**config.mk**
```make
export PLATFORM = sky130hd
export DESIGN_NAME = iod_io_end_flat
export DESIGN_NICKNAME = d
export VERILOG_FILES = /design/src/iod_pkg.sv /design/src/iod_if.sv /design/src/iod_io_end.sv /design/src/flat_wrapper.sv
export VERILOG_INCLUDE_DIRS = /design/src /design/src/src
export SDC_FILE = /design/constraint.sdc
export NUM_CORES = 1
export LEC_CHECK = 0
export ABC_AREA = 1
export BUFFER_PORTS_ARGS = -buffer_cell sky130_fd_sc_hd__buf_2
export CAP_MARGIN = 20
export CORE_AREA = 2 2 445 447
export DETAILED_ROUTE_END_ITERATION = 6
export DIE_AREA = 0 0 447 449
export PLACE_DENSITY = 0.3
export SYNTH_ARGS = -nofsm -noshare
export SYNTH_HDL_FRONTEND = slang
export SYNTH_SLANG_ARGS = --single-unit
```
**constraint.sdc**
```tcl
create_clock -name sys_clk_in -period 2.85 [get_ports sys_clk_in]
set_input_delay 0.4275 -clock sys_clk_in [delete_from_list [all_inputs] [get_ports sys_clk_in]]
set_output_delay 0.4275 -clock sys_clk_in [all_outputs]
set_load 0.02 [all_outputs]
```
**src/iod_cfg.svh**
```systemverilog
// Constants for the I/O space access decoder, both ends.
// Assumes one system clock and one synchronous active-low reset.
// Function
// - All peripheral registers live in I/O space
// - Port instructions use 6-bit addresses 0x00-0x3F
// - Data space address is I/O address plus 0x20
// - Bit set/clear only on 0x00-0x1F
// - Skip instructions test bits in lower range
// - Writing one clears flag, zero keeps it
// - Bit operations rewrite whole register, clearing flags
// - Software writes zero to reserved bits
// - Never write reserved I/O addresses
// - Reserved bits always read as zero
`ifndef IOD_CFG_SVH
`define IOD_CFG_SVH

// ********************************
// Address map
// ********************************
`define IOD_ADDR_W 16
`define IOD_NREG 64
`define IOD_IO_LAST 16'h003f
`define IOD_DATA_OFS 16'h0020
`define IOD_BIT_LAST 16'h001f

// ********************************
// Reset and default masks
// ********************************
`define IOD_RST_VAL 8'h00
`define IOD_W1C_DEF {8'hff, 8'h00, 8'hff, 8'h00, {60{8'h00}}}
`define IOD_RSV_BITS_DEF {8'h00, 8'hf0, 8'h00, 8'h00, {60{8'h00}}}
`define IOD_RSV_ADDR_DEF 64'h0000_0000_0000_0001

`endif

```
**src/iod_pkg.sv**
```systemverilog
// Types and shared decode functions for the I/O space access decoder.
// Assumes iod_cfg.svh is on the include path.
`include "iod_cfg.svh"

package iod_pkg;

  // ********************************
  // Types
  // ********************************
  typedef enum logic [2:0]
  {
    IOD_PORT_IN,
    IOD_PORT_OUT,
    IOD_DATA_LOAD,
    IOD_DATA_STORE,
    IOD_BIT_SET,
    IOD_BIT_CLEAR,
    IOD_SKIP_SET,
    IOD_SKIP_CLEAR
  } iod_op_e;

  typedef enum logic
  {
    IOD_IDLE,
    IOD_WAIT
  } iod_core_state_e;

  typedef struct packed
  {
    logic hit;
    logic [5:0] idx;
  } iod_dec_s;

  // ********************************
  // Functions
  // ********************************
  function automatic iod_dec_s iod_decode(input iod_op_e op,
                                          input logic [15:0] addr);
    iod_dec_s d;
    logic [15:0] rel;
    rel = addr - `IOD_DATA_OFS;
    d.hit = 1'b0;
    d.idx = addr[5:0];
    unique case (op)
      IOD_PORT_IN, IOD_PORT_OUT:
        d.hit = (addr <= `IOD_IO_LAST);
      IOD_DATA_LOAD, IOD_DATA_STORE:
      begin
        d.hit = (rel <= `IOD_IO_LAST);
        d.idx = rel[5:0];
      end
      IOD_BIT_SET, IOD_BIT_CLEAR, IOD_SKIP_SET, IOD_SKIP_CLEAR:
        d.hit = (addr <= `IOD_BIT_LAST);
    endcase
    return d;
  endfunction : iod_decode

  function automatic logic iod_is_write(input iod_op_e op);
    return (op == IOD_PORT_OUT) || (op == IOD_DATA_STORE) ||
           (op == IOD_BIT_SET) || (op == IOD_BIT_CLEAR);
  endfunction : iod_is_write

endpackage : iod_pkg

```
**src/iod_if.sv**
```systemverilog
// Access channel between the processor core end and the I/O space end.
// Assumes both ends share one clock; no clocking here.
`timescale 1ns/10ps

interface iod_if;
  logic req;
  iod_pkg::iod_op_e op;
  logic [15:0] addr;
  logic [7:0] wdata;
  logic [2:0] bitn;
  logic ack;
  logic [7:0] rdata;
  logic skip;
  logic err;

  modport core
  (
    output req, op, addr, wdata, bitn,
    input ack, rdata, skip, err
  );

  modport io
  (
    input req, op, addr, wdata, bitn,
    output ack, rdata, skip, err
  );
endinterface : iod_if

```
**src/iod_io_end.sv**
```systemverilog
// I/O space end: decoder and 64-register bank seen by the core.
// Assumes the core end issues one request at a time on iod_if.
`timescale 1ns/10ps
`include "iod_cfg.svh"

module iod_io_end #(
  parameter int NREG = `IOD_NREG,
  parameter logic [511:0] W1C_MASK = `IOD_W1C_DEF,
  parameter logic [511:0] RSV_BITS = `IOD_RSV_BITS_DEF,
  parameter logic [63:0] RSV_ADDR = `IOD_RSV_ADDR_DEF
) (
  input wire logic sys_clk_in,
  input wire logic nrst_in,
  iod_if.io bus,
  input wire logic [511:0] flag_set_in,
  output logic [511:0] regs_out,
  output logic [63:0] sel_out,
  output logic wr_stb_out
);

  // ********************************
  // Elaboration checks
  // ********************************
  if (NREG != 64)
    $error("iod_io_end serves exactly 64 registers");
  if ((W1C_MASK & RSV_BITS) != 512'h0)
    $error("iod_io_end: a flag bit cannot be reserved");

  // ********************************
  // Decode
  // ********************************
  logic [511:0] reg_q;
  logic [511:0] next_reg;
  iod_pkg::iod_dec_s dec;
  logic [7:0] cur;
  logic [7:0] bit_mask;
  logic [7:0] wval;
  logic is_wr;
  logic wr_en;
  logic is_skip;
  logic ack_q;
  logic [7:0] rdata_q;
  logic skip_q;
  logic err_q;

  assign dec = iod_pkg::iod_decode(bus.op, bus.addr);
  assign cur = reg_q[{dec.idx, 3'b000} +: 8];
  assign bit_mask = 8'h01 << bus.bitn;
  assign is_wr = iod_pkg::iod_is_write(bus.op);
  assign is_skip = (bus.op == iod_pkg::IOD_SKIP_SET) ||
                   (bus.op == iod_pkg::IOD_SKIP_CLEAR);
  // Bit operations read the whole register and write it back
  assign wval = (bus.op == iod_pkg::IOD_BIT_SET) ? (cur | bit_mask) :
                (bus.op == iod_pkg::IOD_BIT_CLEAR) ? (cur & ~bit_mask) :
                bus.wdata;
  // Writes to reserved addresses are dropped, not stored
  assign wr_en = bus.req && dec.hit && is_wr && !RSV_ADDR[dec.idx];
  assign sel_out = (bus.req && dec.hit) ? (64'h1 << dec.idx) : 64'h0;
  assign wr_stb_out = wr_en;
  assign regs_out = reg_q;

  // ********************************
  // Register bank
  // ********************************
  for (genvar i = 0; i < 64; i++)
  begin : g_reg
    logic hit_i;
    logic [7:0] w1c;
    logic [7:0] old;
    logic [7:0] written;
    assign hit_i = wr_en && (dec.idx == 6'(i));
    assign w1c = W1C_MASK[i*8 +: 8];
    assign old = reg_q[i*8 +: 8];
    // Flags clear on a written one; a set in the same cycle wins
    assign written = hit_i ? ((old & w1c & ~wval) | (wval & ~w1c)) :
                     old;
    assign next_reg[i*8 +: 8] = (written | (flag_set_in[i*8 +: 8] & w1c)) &
                                ~RSV_BITS[i*8 +: 8];
  end

  always_ff @(posedge sys_clk_in)
  begin
    if (!nrst_in)
      reg_q <= {64{`IOD_RST_VAL}};
    else
      reg_q <= next_reg;
  end

  // ********************************
  // Answer
  // ********************************
  always_ff @(posedge sys_clk_in)
  begin
    if (!nrst_in)
    begin
      ack_q <= 1'b0;
      rdata_q <= 8'h00;
      skip_q <= 1'b0;
      err_q <= 1'b0;
    end
    else
    begin
      ack_q <= bus.req;
      rdata_q <= dec.hit ? cur : 8'h00;
      skip_q <= bus.req && dec.hit && is_skip &&
                (((cur & bit_mask) != 8'h00) ==
                 (bus.op == iod_pkg::IOD_SKIP_SET));
      err_q <= bus.req && (!dec.hit || (is_wr && RSV_ADDR[dec.idx]));
    end
  end

  assign bus.ack = ack_q;
  assign bus.rdata = rdata_q;
  assign bus.skip = skip_q;
  assign bus.err = err_q;

endmodule : iod_io_end

```
**src/flat_wrapper.sv**
```systemverilog
// flat-port wrapper written by rule: the top's interface ports become plain ports
module iod_io_end_flat 
#(
  parameter int NREG = `IOD_NREG,
  parameter logic [511:0] W1C_MASK = `IOD_W1C_DEF,
  parameter logic [511:0] RSV_BITS = `IOD_RSV_BITS_DEF,
  parameter logic [63:0] RSV_ADDR = `IOD_RSV_ADDR_DEF
)
  (sys_clk_in, nrst_in, flag_set_in, regs_out, sel_out, wr_stb_out, bus_req, bus_op, bus_addr, bus_wdata, bus_bitn, bus_ack, bus_rdata, bus_skip, bus_err);
  iod_if bus_i ();
  input wire logic sys_clk_in;
  input wire logic nrst_in;
  input wire logic [511:0] flag_set_in;
  output logic [511:0] regs_out;
  output logic [63:0] sel_out;
  output logic wr_stb_out;
  input wire logic [$bits(bus_i.req)-1:0] bus_req;
  input wire logic [$bits(bus_i.op)-1:0] bus_op;
  input wire logic [$bits(bus_i.addr)-1:0] bus_addr;
  input wire logic [$bits(bus_i.wdata)-1:0] bus_wdata;
  input wire logic [$bits(bus_i.bitn)-1:0] bus_bitn;
  output wire logic [$bits(bus_i.ack)-1:0] bus_ack;
  output wire logic [$bits(bus_i.rdata)-1:0] bus_rdata;
  output wire logic [$bits(bus_i.skip)-1:0] bus_skip;
  output wire logic [$bits(bus_i.err)-1:0] bus_err;
  assign bus_i.req = bus_req;
  assign bus_i.op = bus_op;
  assign bus_i.addr = bus_addr;
  assign bus_i.wdata = bus_wdata;
  assign bus_i.bitn = bus_bitn;
  assign bus_ack = bus_i.ack;
  assign bus_rdata = bus_i.rdata;
  assign bus_skip = bus_i.skip;
  assign bus_err = bus_i.err;
  iod_io_end #(.NREG(NREG), .W1C_MASK(W1C_MASK), .RSV_BITS(RSV_BITS), .RSV_ADDR(RSV_ADDR)) u_core (.sys_clk_in(sys_clk_in), .nrst_in(nrst_in), .bus(bus_i), .flag_set_in(flag_set_in), .regs_out(regs_out), .sel_out(sel_out), .wr_stb_out(wr_stb_out));
endmodule
```
After elaboration in Yosys (flattened, before gate mapping)
Memories as Yosys holds them, arrays and structs flattened.
Cells that the tools add are included.
W data, S select, Z words.
{"block": "totals", "mem_count": 1, "out_inout_bits": 588, "mem_bits_ro": 64, "ff_bits": 519}
{"name": "(no name shown)", "depth": 64, "width": 1, "rd": 1, "rd_ports_with_merged_regs": 0, "write_ports": 0, "line": "iod_io_end.sv:57", "text": "assign wr_en = bus.req && dec.hit && is_wr && !RSV_ADDR[dec.idx];"}
{"block": "op_classes", "bitwise": 9, "n_eq_ne": 71, "reduce_logical": 85, "shifts": 3, "add_sub_neg": 1, "magnitude_cmp": 4, "muxes": 8}
{"operator": "$shiftx A512 B10 Y8", "count": 1}
{"operator": "$eq A6 B6 Y1 const B", "count": 32}
{"operator": "$eq A6 B5 Y1 const B", "count": 16}
{"operator": "$logic_and A1 B1 Y1", "count": 71}
{"operator": "$mux W64", "count": 1}
{"operator": "$shl A1 B6 Y64 const A", "count": 1}
{"operator": "$eq A6 B4 Y1 const B", "count": 8}
{"operator": "$and A8 B8 Y8", "count": 4}
{"operator": "$le A16 B6 Y1 const B", "count": 2}
{"operator": "$mux W8", "count": 4}
{"operator": "$eq A6 B3 Y1 const B", "count": 4}
{"operator": "$or A8 B8 Y8", "count": 3}
{"operator": "$le A16 B5 Y1 const B", "count": 1}
{"operator": "$not A8 Y8", "count": 2}
{"operator": "$sub A16 B6 Y16 const B", "count": 1}
{"operator": "$eq A3 B3 Y1 const B", "count": 4}
{"operator": "$eq A6 B2 Y1 const B", "count": 2}
{"operator": "$reduce_bool A8 Y1", "count": 1}
{"operator": "$shl A1 B3 Y8 const A", "count": 1}
{"operator": "$lt A6 B7 Y1 const B", "count": 1}
{"operator": "$eq A3 B2 Y1 const B", "count": 2}
{"operator": "$eq A6 B1 Y1 const B", "count": 1}
{"operator": "$logic_not A6 Y1", "count": 1}
{"operator": "$mux W6", "count": 1}
{"operator": "other kinds (10)", "count": 16}

Longest topological paths before layout
Gate-level depths: netlist of run 1.
{"block": "depth", "depth_word": 11, "mapped_depth": 20, "mapped_depth_nobuf": 17}

Worst setup path after synthesis of run 1
Ideal clock, no wire load.
{"block": "synth_timing", "kind": "input -> output", "startpoint": "input port bus_addr[5]", "endpoint": "output port sel_out[22]", "path_slack_ps": 201, "arrival_time_ps": 2221, "t_required_ps": 2423, "n_path_buf": 2, "stages": 11, "cell_sequence": "inv_1 > ha_1 > nand2_1 > o31ai_1 > and2_4 > nand2_8 > nor2_8 > buf_12 > inv_1 > clkbuf_1 > nor2_1"}
{"block": "synth_via", "elab_chain_len": 5, "word_cells_on_any_way": 9, "classes_between": "add/sub (1); order compare (3); shift (1); mux (3); reduce/logical (1)"}
{"element": "from (decl)", "line": "flat_wrapper.sv:19", "text": "input wire logic [$bits(bus_i.addr)-1:0] bus_addr;"}
{"element": "$sub A16 B6 Y16 (no line)"}
{"element": "$le A16 B6 Y1 (no line)"}
{"element": "$pmux W1 S3", "line": "iod_pkg.sv:44", "text": "unique case (op)"}
{"element": "$logic_and A1 B1 Y1", "line": "iod_io_end.sv:58", "text": "assign sel_out = (bus.req && dec.hit) ? (64'h1 << dec.idx) : 64'h0;"}
{"element": "$mux W64 *", "line": "iod_io_end.sv:58"}
{"element": "to (decl)", "line": "flat_wrapper.sv:15", "text": "output logic [63:0] sel_out;"}
Mark *: on every way between the ends. The rest lies on a longest branch, timed or not.

Worst setup path after layout of run 1
{"block": "layout_timing", "startpoint": "input port bus_addr[11]", "endpoint": "output port sel_out[35]"}
{"block": "layout_via", "elab_chain_len": 5, "word_cells_on_any_way": 7, "classes_between": "add/sub (1); order compare (3); mux (2); reduce/logical (1)"}
{"element": "$sub A16 B6 Y16 (no line)"}
{"element": "$le A16 B6 Y1 (no line)"}
{"element": "$pmux W1 S3 *", "line": "iod_pkg.sv:44"}
{"element": "$logic_and A1 B1 Y1 *", "line": "iod_io_end.sv:58"}
{"element": "$mux W64 *", "line": "iod_io_end.sv:58"}
Marks and branches as above.

==> flow_metrics.tcl, run 1 <==
set metrics [dict create \
    synth_edf_count 0 \
    final_cells 7883 \
    syn_to_final_growth_pct 44.0 \
    cts_max_level 3 \
    hp-start "bus_req" \
    vias 29600 \
    fin_crit_ps 2880 \
    swShare_pct 28.2 \
    rows 163 \
    min_period_over_period_pct 101 \
    dpl-instance-area_um2 36700 \
    worst_setup_path_end_kind "output pin" \
    yosysWarningCount 0 \
    drive_gt1_share_pct 23.7 \
    cts_tree "done" \
    fmax_ghz 0.347 \
    rr_endpoint "u_core.regs_out[269]$_SDFFE_PN0P_" \
    placed_cells 7722 \
    fp.dieArea_um2 201000 \
    power_density_nw_per_um2 469 \
    fp.dieW_um 447 \
    dr.pass1.iters 5 \
    core_area_um2 196000 \
    synthFlopType "dfxtp_1" \
    worstMarginPinSlew_ps 761 \
    clk_pin_slew_ps 50 \
    clock_skew_ps 36.3 \
    cp.required_ps 2420 \
    io_buffers 632 \
    drc 0 \
    ys_seq_area_share_pct 37.6 \
    start_kind "primary input" \
    failed_checks "negative setup slack" \
    reg2reg_slack_ps 160 \
    dp_hpwl_um 142000 \
    relSlewSlack_pct 49.2 \
    clk_path_buf_depth 3 \
    postRouteAntennaNets 0 \
    ys_top_cells_by_area "dfxtp_1, inv_1, nand2_1, a21oi_1, o21ai_0" \
    fp.dieH_um 449 \
    grt_max_degree 78 \
    final_nets 5730 \
    syn-mean-instance-area_um2 6.31 \
    max_cap_viol_count 0 \
    critical_path_arrival_ps 2460 \
    clock_latency_ps 710 \
    status "finished with violations" \
    postSynthCellCount 4375 \
    setup_viol 5 \
    hold_violations 0 \
    drv_slew 0 \
    cts_buffers 78 \
    yosysMostFrequentCell "inv_1" \
    p_int_w 0.0134 \
    grt_pass1_vias 27800 \
    grt_use_total_pct 17.6 \
    vdd_drop_max_mv 0.372 \
    setup_slack_ps -33.7 \
    clockPowerShare_pct 51.7 \
    whs_endpoint "u_core.bus.ack$_SDFF_PN0_" \
    antenna_found_initial 29 \
    ff2ff_path_depth 16 \
    first_iter_violations 1629 \
    cts_root_buf "clkbuf_16" \
    overflow 0 \
    synth_top_cell_by_area "dfxtp_1" \
    drt-total-wl_um 182000 \
    cts.sinks 519 \
    io_pins 1133 \
    fin_area_um2 39800 \
    hold_path_class "primary input to flip-flop" \
    critPathKind "primary input to output pin" \
    synth_seq_cells 519 \
    pwr-share-comb_pct 9.2 \
    reg2reg_from "u_core.regs_out[61]$_SDFFE_PN0P_" \
    power_switching_w 0.00525 \
    gp_congestion 0.809 \
    ys_types 36 \
    worstPathMaxFanout 6 \
    ys_top_cells_by_count "inv_1, nand2_1, a21oi_1, dfxtp_1, o21ai_0" \
    netlist.area_leader.share_pct 37.6 \
    routed_via_density 3.75 \
    power.total_w 0.0186 \
    initial_utilization_pct 14.1 \
    holdPathStages 3 \
    p_seq_share_pct 39.2 \
    synth_area_um2 27600 \
    leakage_nw 20.9 \
    routedWlPerCell_um 23.1 \
    async_flop_share_pct 0 \
    rsz0062_at_grt "true" \
    grt_pass1_wl_um 242000 \
]
==> power by group through the flow <==
stage	Combinational (W)	Clock, W	Sequential, W
after global placement	0.00172	0	0.00746
after floorplan	0.000633	0	0.00746
after detailed placement	0.00172	0	0.00746
after CTS	0.00176	0.0100	0.00730
final	0.00171	0.00963	0.00730
after global routing	0.00181	0.0103	0.00730
==> timing repair <==
action                                  in CTS  in global routing
endpoints found under the setup margin      63                112
hold endpoints to repair                    17                  0
resized for setup                           67                 34
hold buffers                                17                  0
pin swaps                                    3                  2
buffers inserted                             7                  0
==> critical path: stages <==
cell	delay, ps
buf_6	90
or2_4	240
nor4_4	380
buf_4	180
and2_4	170
nand2_8	110
nor2_8	120
clkinvlp_4	170
buf_12	190
buf_12	140
nor2_4	80
buf_6	120
==> per-stage QoR <==
| stage | setup TNS [ps] | hold slack, ps | setup WS [ps] | utilization, % |
|---|---|---|---|---|
| after global routing | -499 | 73.7 | -90.3 | 20.3 |
| after global placement | -244160 | 438 | -707 | 18.7 |
| after floorplan | 0 | 518 | 201 | - |
| after detailed placement | -242270 | 441 | -714 | 18.7 |
| final | -149 | 95.2 | -33.7 | 20.3 |
| after CTS | -249 | 24.0 | -46.7 | 20.2 |
==> final cells by class <==
class	instances	area, µm²
well taps	2640	3300
diodes	8	20.0
repair buffers	1000	7690
multi-input cells	2531	11900
flip-flops and latches	519	10400
clock buffers	108	2180
clock inverters	23	265
fillers	22600	156000
inverters	1054	3980
==> cell families after synthesis <==
group	count (synthesis)	share of synthesized area [%]
and+or+nand+nor	1377	21.2
buffers and inverters	1328	20.2
AOI/OAI and AO/OA	1148	20.8
DFF	519	37.6
xor gates and xnor gates	1	0.0317
adders and majority gates	1	0.0453
other	1	0.0136
==> state kept, by name, summed over array words and instances (netlist names) <==
signal / count
u_core.bus.err: 1
u_core.bus.ack: 1
u_core.regs_out: 508
u_core.bus.rdata: 8
u_core.bus.skip: 1
==> cell usage in the layout (no fill, tap or decap), types with 10 or more instances in the layout <==
cell and instances:
nor3_1 10, dfxtp_1 519, clkbuf_16 79, o21ai_0 355
nand3_1 18, clkbuf_1 20, o21ai_1 269, nand2_4 13
buf_4 230, nand2_1 969, dlygate4sd3_1 17, nand3_2 30
nor2_4 19, inv_1 1037, nor2_1 251, a21oi_1 519
nand3_4 21, buf_12 125, inv_2 11, buf_6 19
nor2_2 24, buf_2 606
==> worst max path at each step <==
stage	endpoint	from	slack, ps	cells past startpoint
after floorplan	sel_out[22]	bus_addr[5]	200	11
after global placement	u_core.regs_out[504]$_SDFF_PN0_	bus_addr[0]	-710	21
after detailed placement	u_core.regs_out[504]$_SDFF_PN0_	bus_addr[0]	-710	21
after CTS	sel_out[34]	bus_addr[11]	-50	12
after global routing	sel_out[36]	bus_addr[7]	-90	15
final	sel_out[35]	bus_addr[11]	-30	12
==> layer usage <==
metal	part of all wire, %	up-vias	track usage (%)
met3	7.7	205	5.64
met5	0.011	-	0
met2	44	838	28.0
li1	-	14900	-
met4	3.5	4	5.68
met1	44	13600	22.4
Note: power is estimated with default switching activity, not from simulation.
==> run 2, diff against run 1 <==
--- a/config.mk
+++ b/config.mk
@@ -10,9 +10,10 @@
 export BUFFER_PORTS_ARGS = -buffer_cell sky130_fd_sc_hd__buf_2
 export CAP_MARGIN = 20
 export CORE_AREA = 2 2 445 447
+export CTS_CLUSTER_SIZE = 16
 export DETAILED_ROUTE_END_ITERATION = 6
 export DIE_AREA = 0 0 447 449
-export PLACE_DENSITY = 0.3
+export PLACE_DENSITY = 0.34
 export SYNTH_ARGS = -nofsm -noshare
 export SYNTH_HDL_FRONTEND = slang
 export SYNTH_SLANG_ARGS = --single-unit
==> run 2 against run 1 <==
The run still ends with negative setup slack left. Final cell count decreased by 0.33%. Clock skew increased by 5.8 ps. Sequential power is essentially flat. Die area stayed put. Clock power is 2.6% higher. Total power increased by 0.96%. Sequential cell count unchanged. Clock-buffer cell count decreased by 11. Routed wire length shrank 0.64%. Non-clock buffer count shrank 27. Critical endpoint is now sel_out[24]. Largest cell class unchanged.
==> flow_metrics.tcl, run 2 (same netlist as run 1, synthesis figures left out) <==
set metrics [dict create \
    cts_buffers 74 \
    setup_viol 7 \
    overflow 0 \
    dp_hpwl_um 143000 \
    worstPathMaxFanout 6 \
    most-common-layout-cells "inv_1, nand2_1, buf_2, a21oi_1, dfxtp_1" \
    fin_crit_ps 2900 \
    min_period_over_period_pct 102 \
    cts_tree "done" \
    clk_pin_slew_ps 60 \
    clock_skew_ps 42.1 \
    clk_path_buf_depth 3 \
    reg2reg_from "u_core.regs_out[161]$_SDFFE_PN0P_" \
    slowest_stage "nor4_4" \
    setup_slack_ps -51.1 \
    rsz0062_at_grt "true" \
    fp.dieW_um 447 \
    cts.sinks 519 \
    failed_checks "negative setup slack" \
    relSlewSlack_pct 44.5 \
    fin_area_um2 39700 \
    hp-start "bus_op[1]" \
    top_usage_layer "met2" \
    io_pins 1133 \
    fp.dieH_um 449 \
    routed_via_density 3.77 \
    power_switching_w 0.00529 \
    rows 163 \
    drc 0 \
    start_kind "primary input" \
    fp.dieArea_um2 201000 \
    drt-total-wl_um 181000 \
    hold_path_class "primary input to flip-flop" \
    fmax_ghz 0.345 \
    syn_to_final_growth_pct 43.7 \
    cpPeakStageDelay_ps 370 \
    p_int_w 0.0135 \
    critical_path_arrival_ps 2470 \
    clockPowerShare_pct 52.5 \
    max_cap_viol_count 0 \
    power_density_nw_per_um2 474 \
    drive_gt1_share_pct 23.5 \
    mostFrequentLayoutCell "inv_1" \
    critPathKind "primary input to output pin" \
    use_met3_pct 5.34 \
    holdWs_ps 60.7 \
    place_ws_ps -624 \
    worstMarginPinSlew_ps 832 \
    worst_setup_path_end_kind "output pin" \
    hold_violations 0 \
    grt_use_total_pct 17.5 \
    routedWlPerCell_um 23.0 \
    use_met1_pct 22.0 \
    clock_latency_ps 720 \
    gp_congestion 0.847 \
    cts_max_level 3 \
    status "finished with violations" \
    largest_register_ffs 508 \
    critPathBufInv 6 \
    dpl-instance-area_um2 36400 \
    final_nets 5699 \
    first_iter_violations 1658 \
    vias 29600 \
    leakage_nw 20.9 \
    swShare_pct 28.1 \
    antenna_found_initial 27 \
    crit_chain "buf_6 > or2_4 > nor4_4 > buf_4 > and2_4 > nand2_8 > nor2_8 > clkinvlp_4 > buf_12 > buf_8 > nor2_1 > buf_4" \
    setup_tns_ps -165 \
    pwr-share-comb_pct 8.7 \
    grt_pass1_vias 28100 \
    core_area_um2 196000 \
    met2_usage_pct 28.9 \
    grt_pass1_wl_um 241000 \
    cts_root_buf "clkbuf_16" \
    p_seq_share_pct 38.8 \
    grt_max_degree 76 \
    dr.pass1.iters 5 \
    postRouteAntennaNets 0 \
    crit_family "simple AND/OR/NAND/NOR gates" \
    crit_start "bus_addr[10]" \
    io_buffers 632 \
    power.total_w 0.0188 \
    cp_common_cell "buf_4" \
    drv_slew 0 \
    vdd_drop_max_mv 0.387 \
    cp.required_ps 2420 \
    initial_utilization_pct 14.1 \
]
run 2: final timing paths:
check,cells past startpoint,to,slack (ps)
max,12,sel_out[24],-50
min,3,u_core.bus.skip$_SDFF_PN0_,60
max reg2reg,17,u_core.regs_out[489]$_SDFF_PN0_,260
min reg2reg,2,u_core.regs_out[4]$_SDFFE_PN0P_,450
run 2: layout make-up:
cell class	count	area, µm²
Antenna cell	8	20.0
Clock buffer	97	2050
Clock inverter	35	500
Fill cell	22500	157000
Inverter	1054	3980
Multi-Input combinational cell	2531	12000
Sequential cell	519	10400
Tap cell	2640	3300
Timing Repair Buffer	973	7460
run 2: metrics by stage:
step                      instances  utilization, %
after floorplan                4378               -
after global placement         7693            18.6
after detailed placement       7693            18.6
after CTS                      7845            20.0
after global routing           7853            20.2
final                          7857            20.2
run 2: worst min-delay path: cells and delay by family:
kind / cells / cell delay (ps)
buffers and inverters: 1 / 130
AND/OR/NAND/NOR: 1 / 100
AO/OA/AOI/OAI: 1 / 40
run 2: power groups by stage:
stage               Sequential, W  Clock [W]  Combinational [W]
floorplan                 0.00746          0           0.000633
global placement          0.00746          0            0.00164
detailed placement        0.00745          0            0.00164
CTS                       0.00729     0.0102            0.00168
global route              0.00729     0.0104            0.00174
finish                    0.00730    0.00988            0.00164
run 2: routing by layer:
| metal | wire length, µm | part of all wire (%) |
|---|---|---|
| met5 | 0 | 0 |
| met4 | 5040 | 2.8 |
| met3 | 13600 | 7.5 |
| met2 | 82500 | 46 |
| met1 | 79500 | 44 |
run 2: what timing repair did:
item,in CTS,in global routing
cloned,0,1
setup buffers,2,3
endpoints found under the setup margin,64,112
endpoints found under the hold margin,18,0
resized for setup,39,87
hold buffers,18,0
pin swaps,5,2
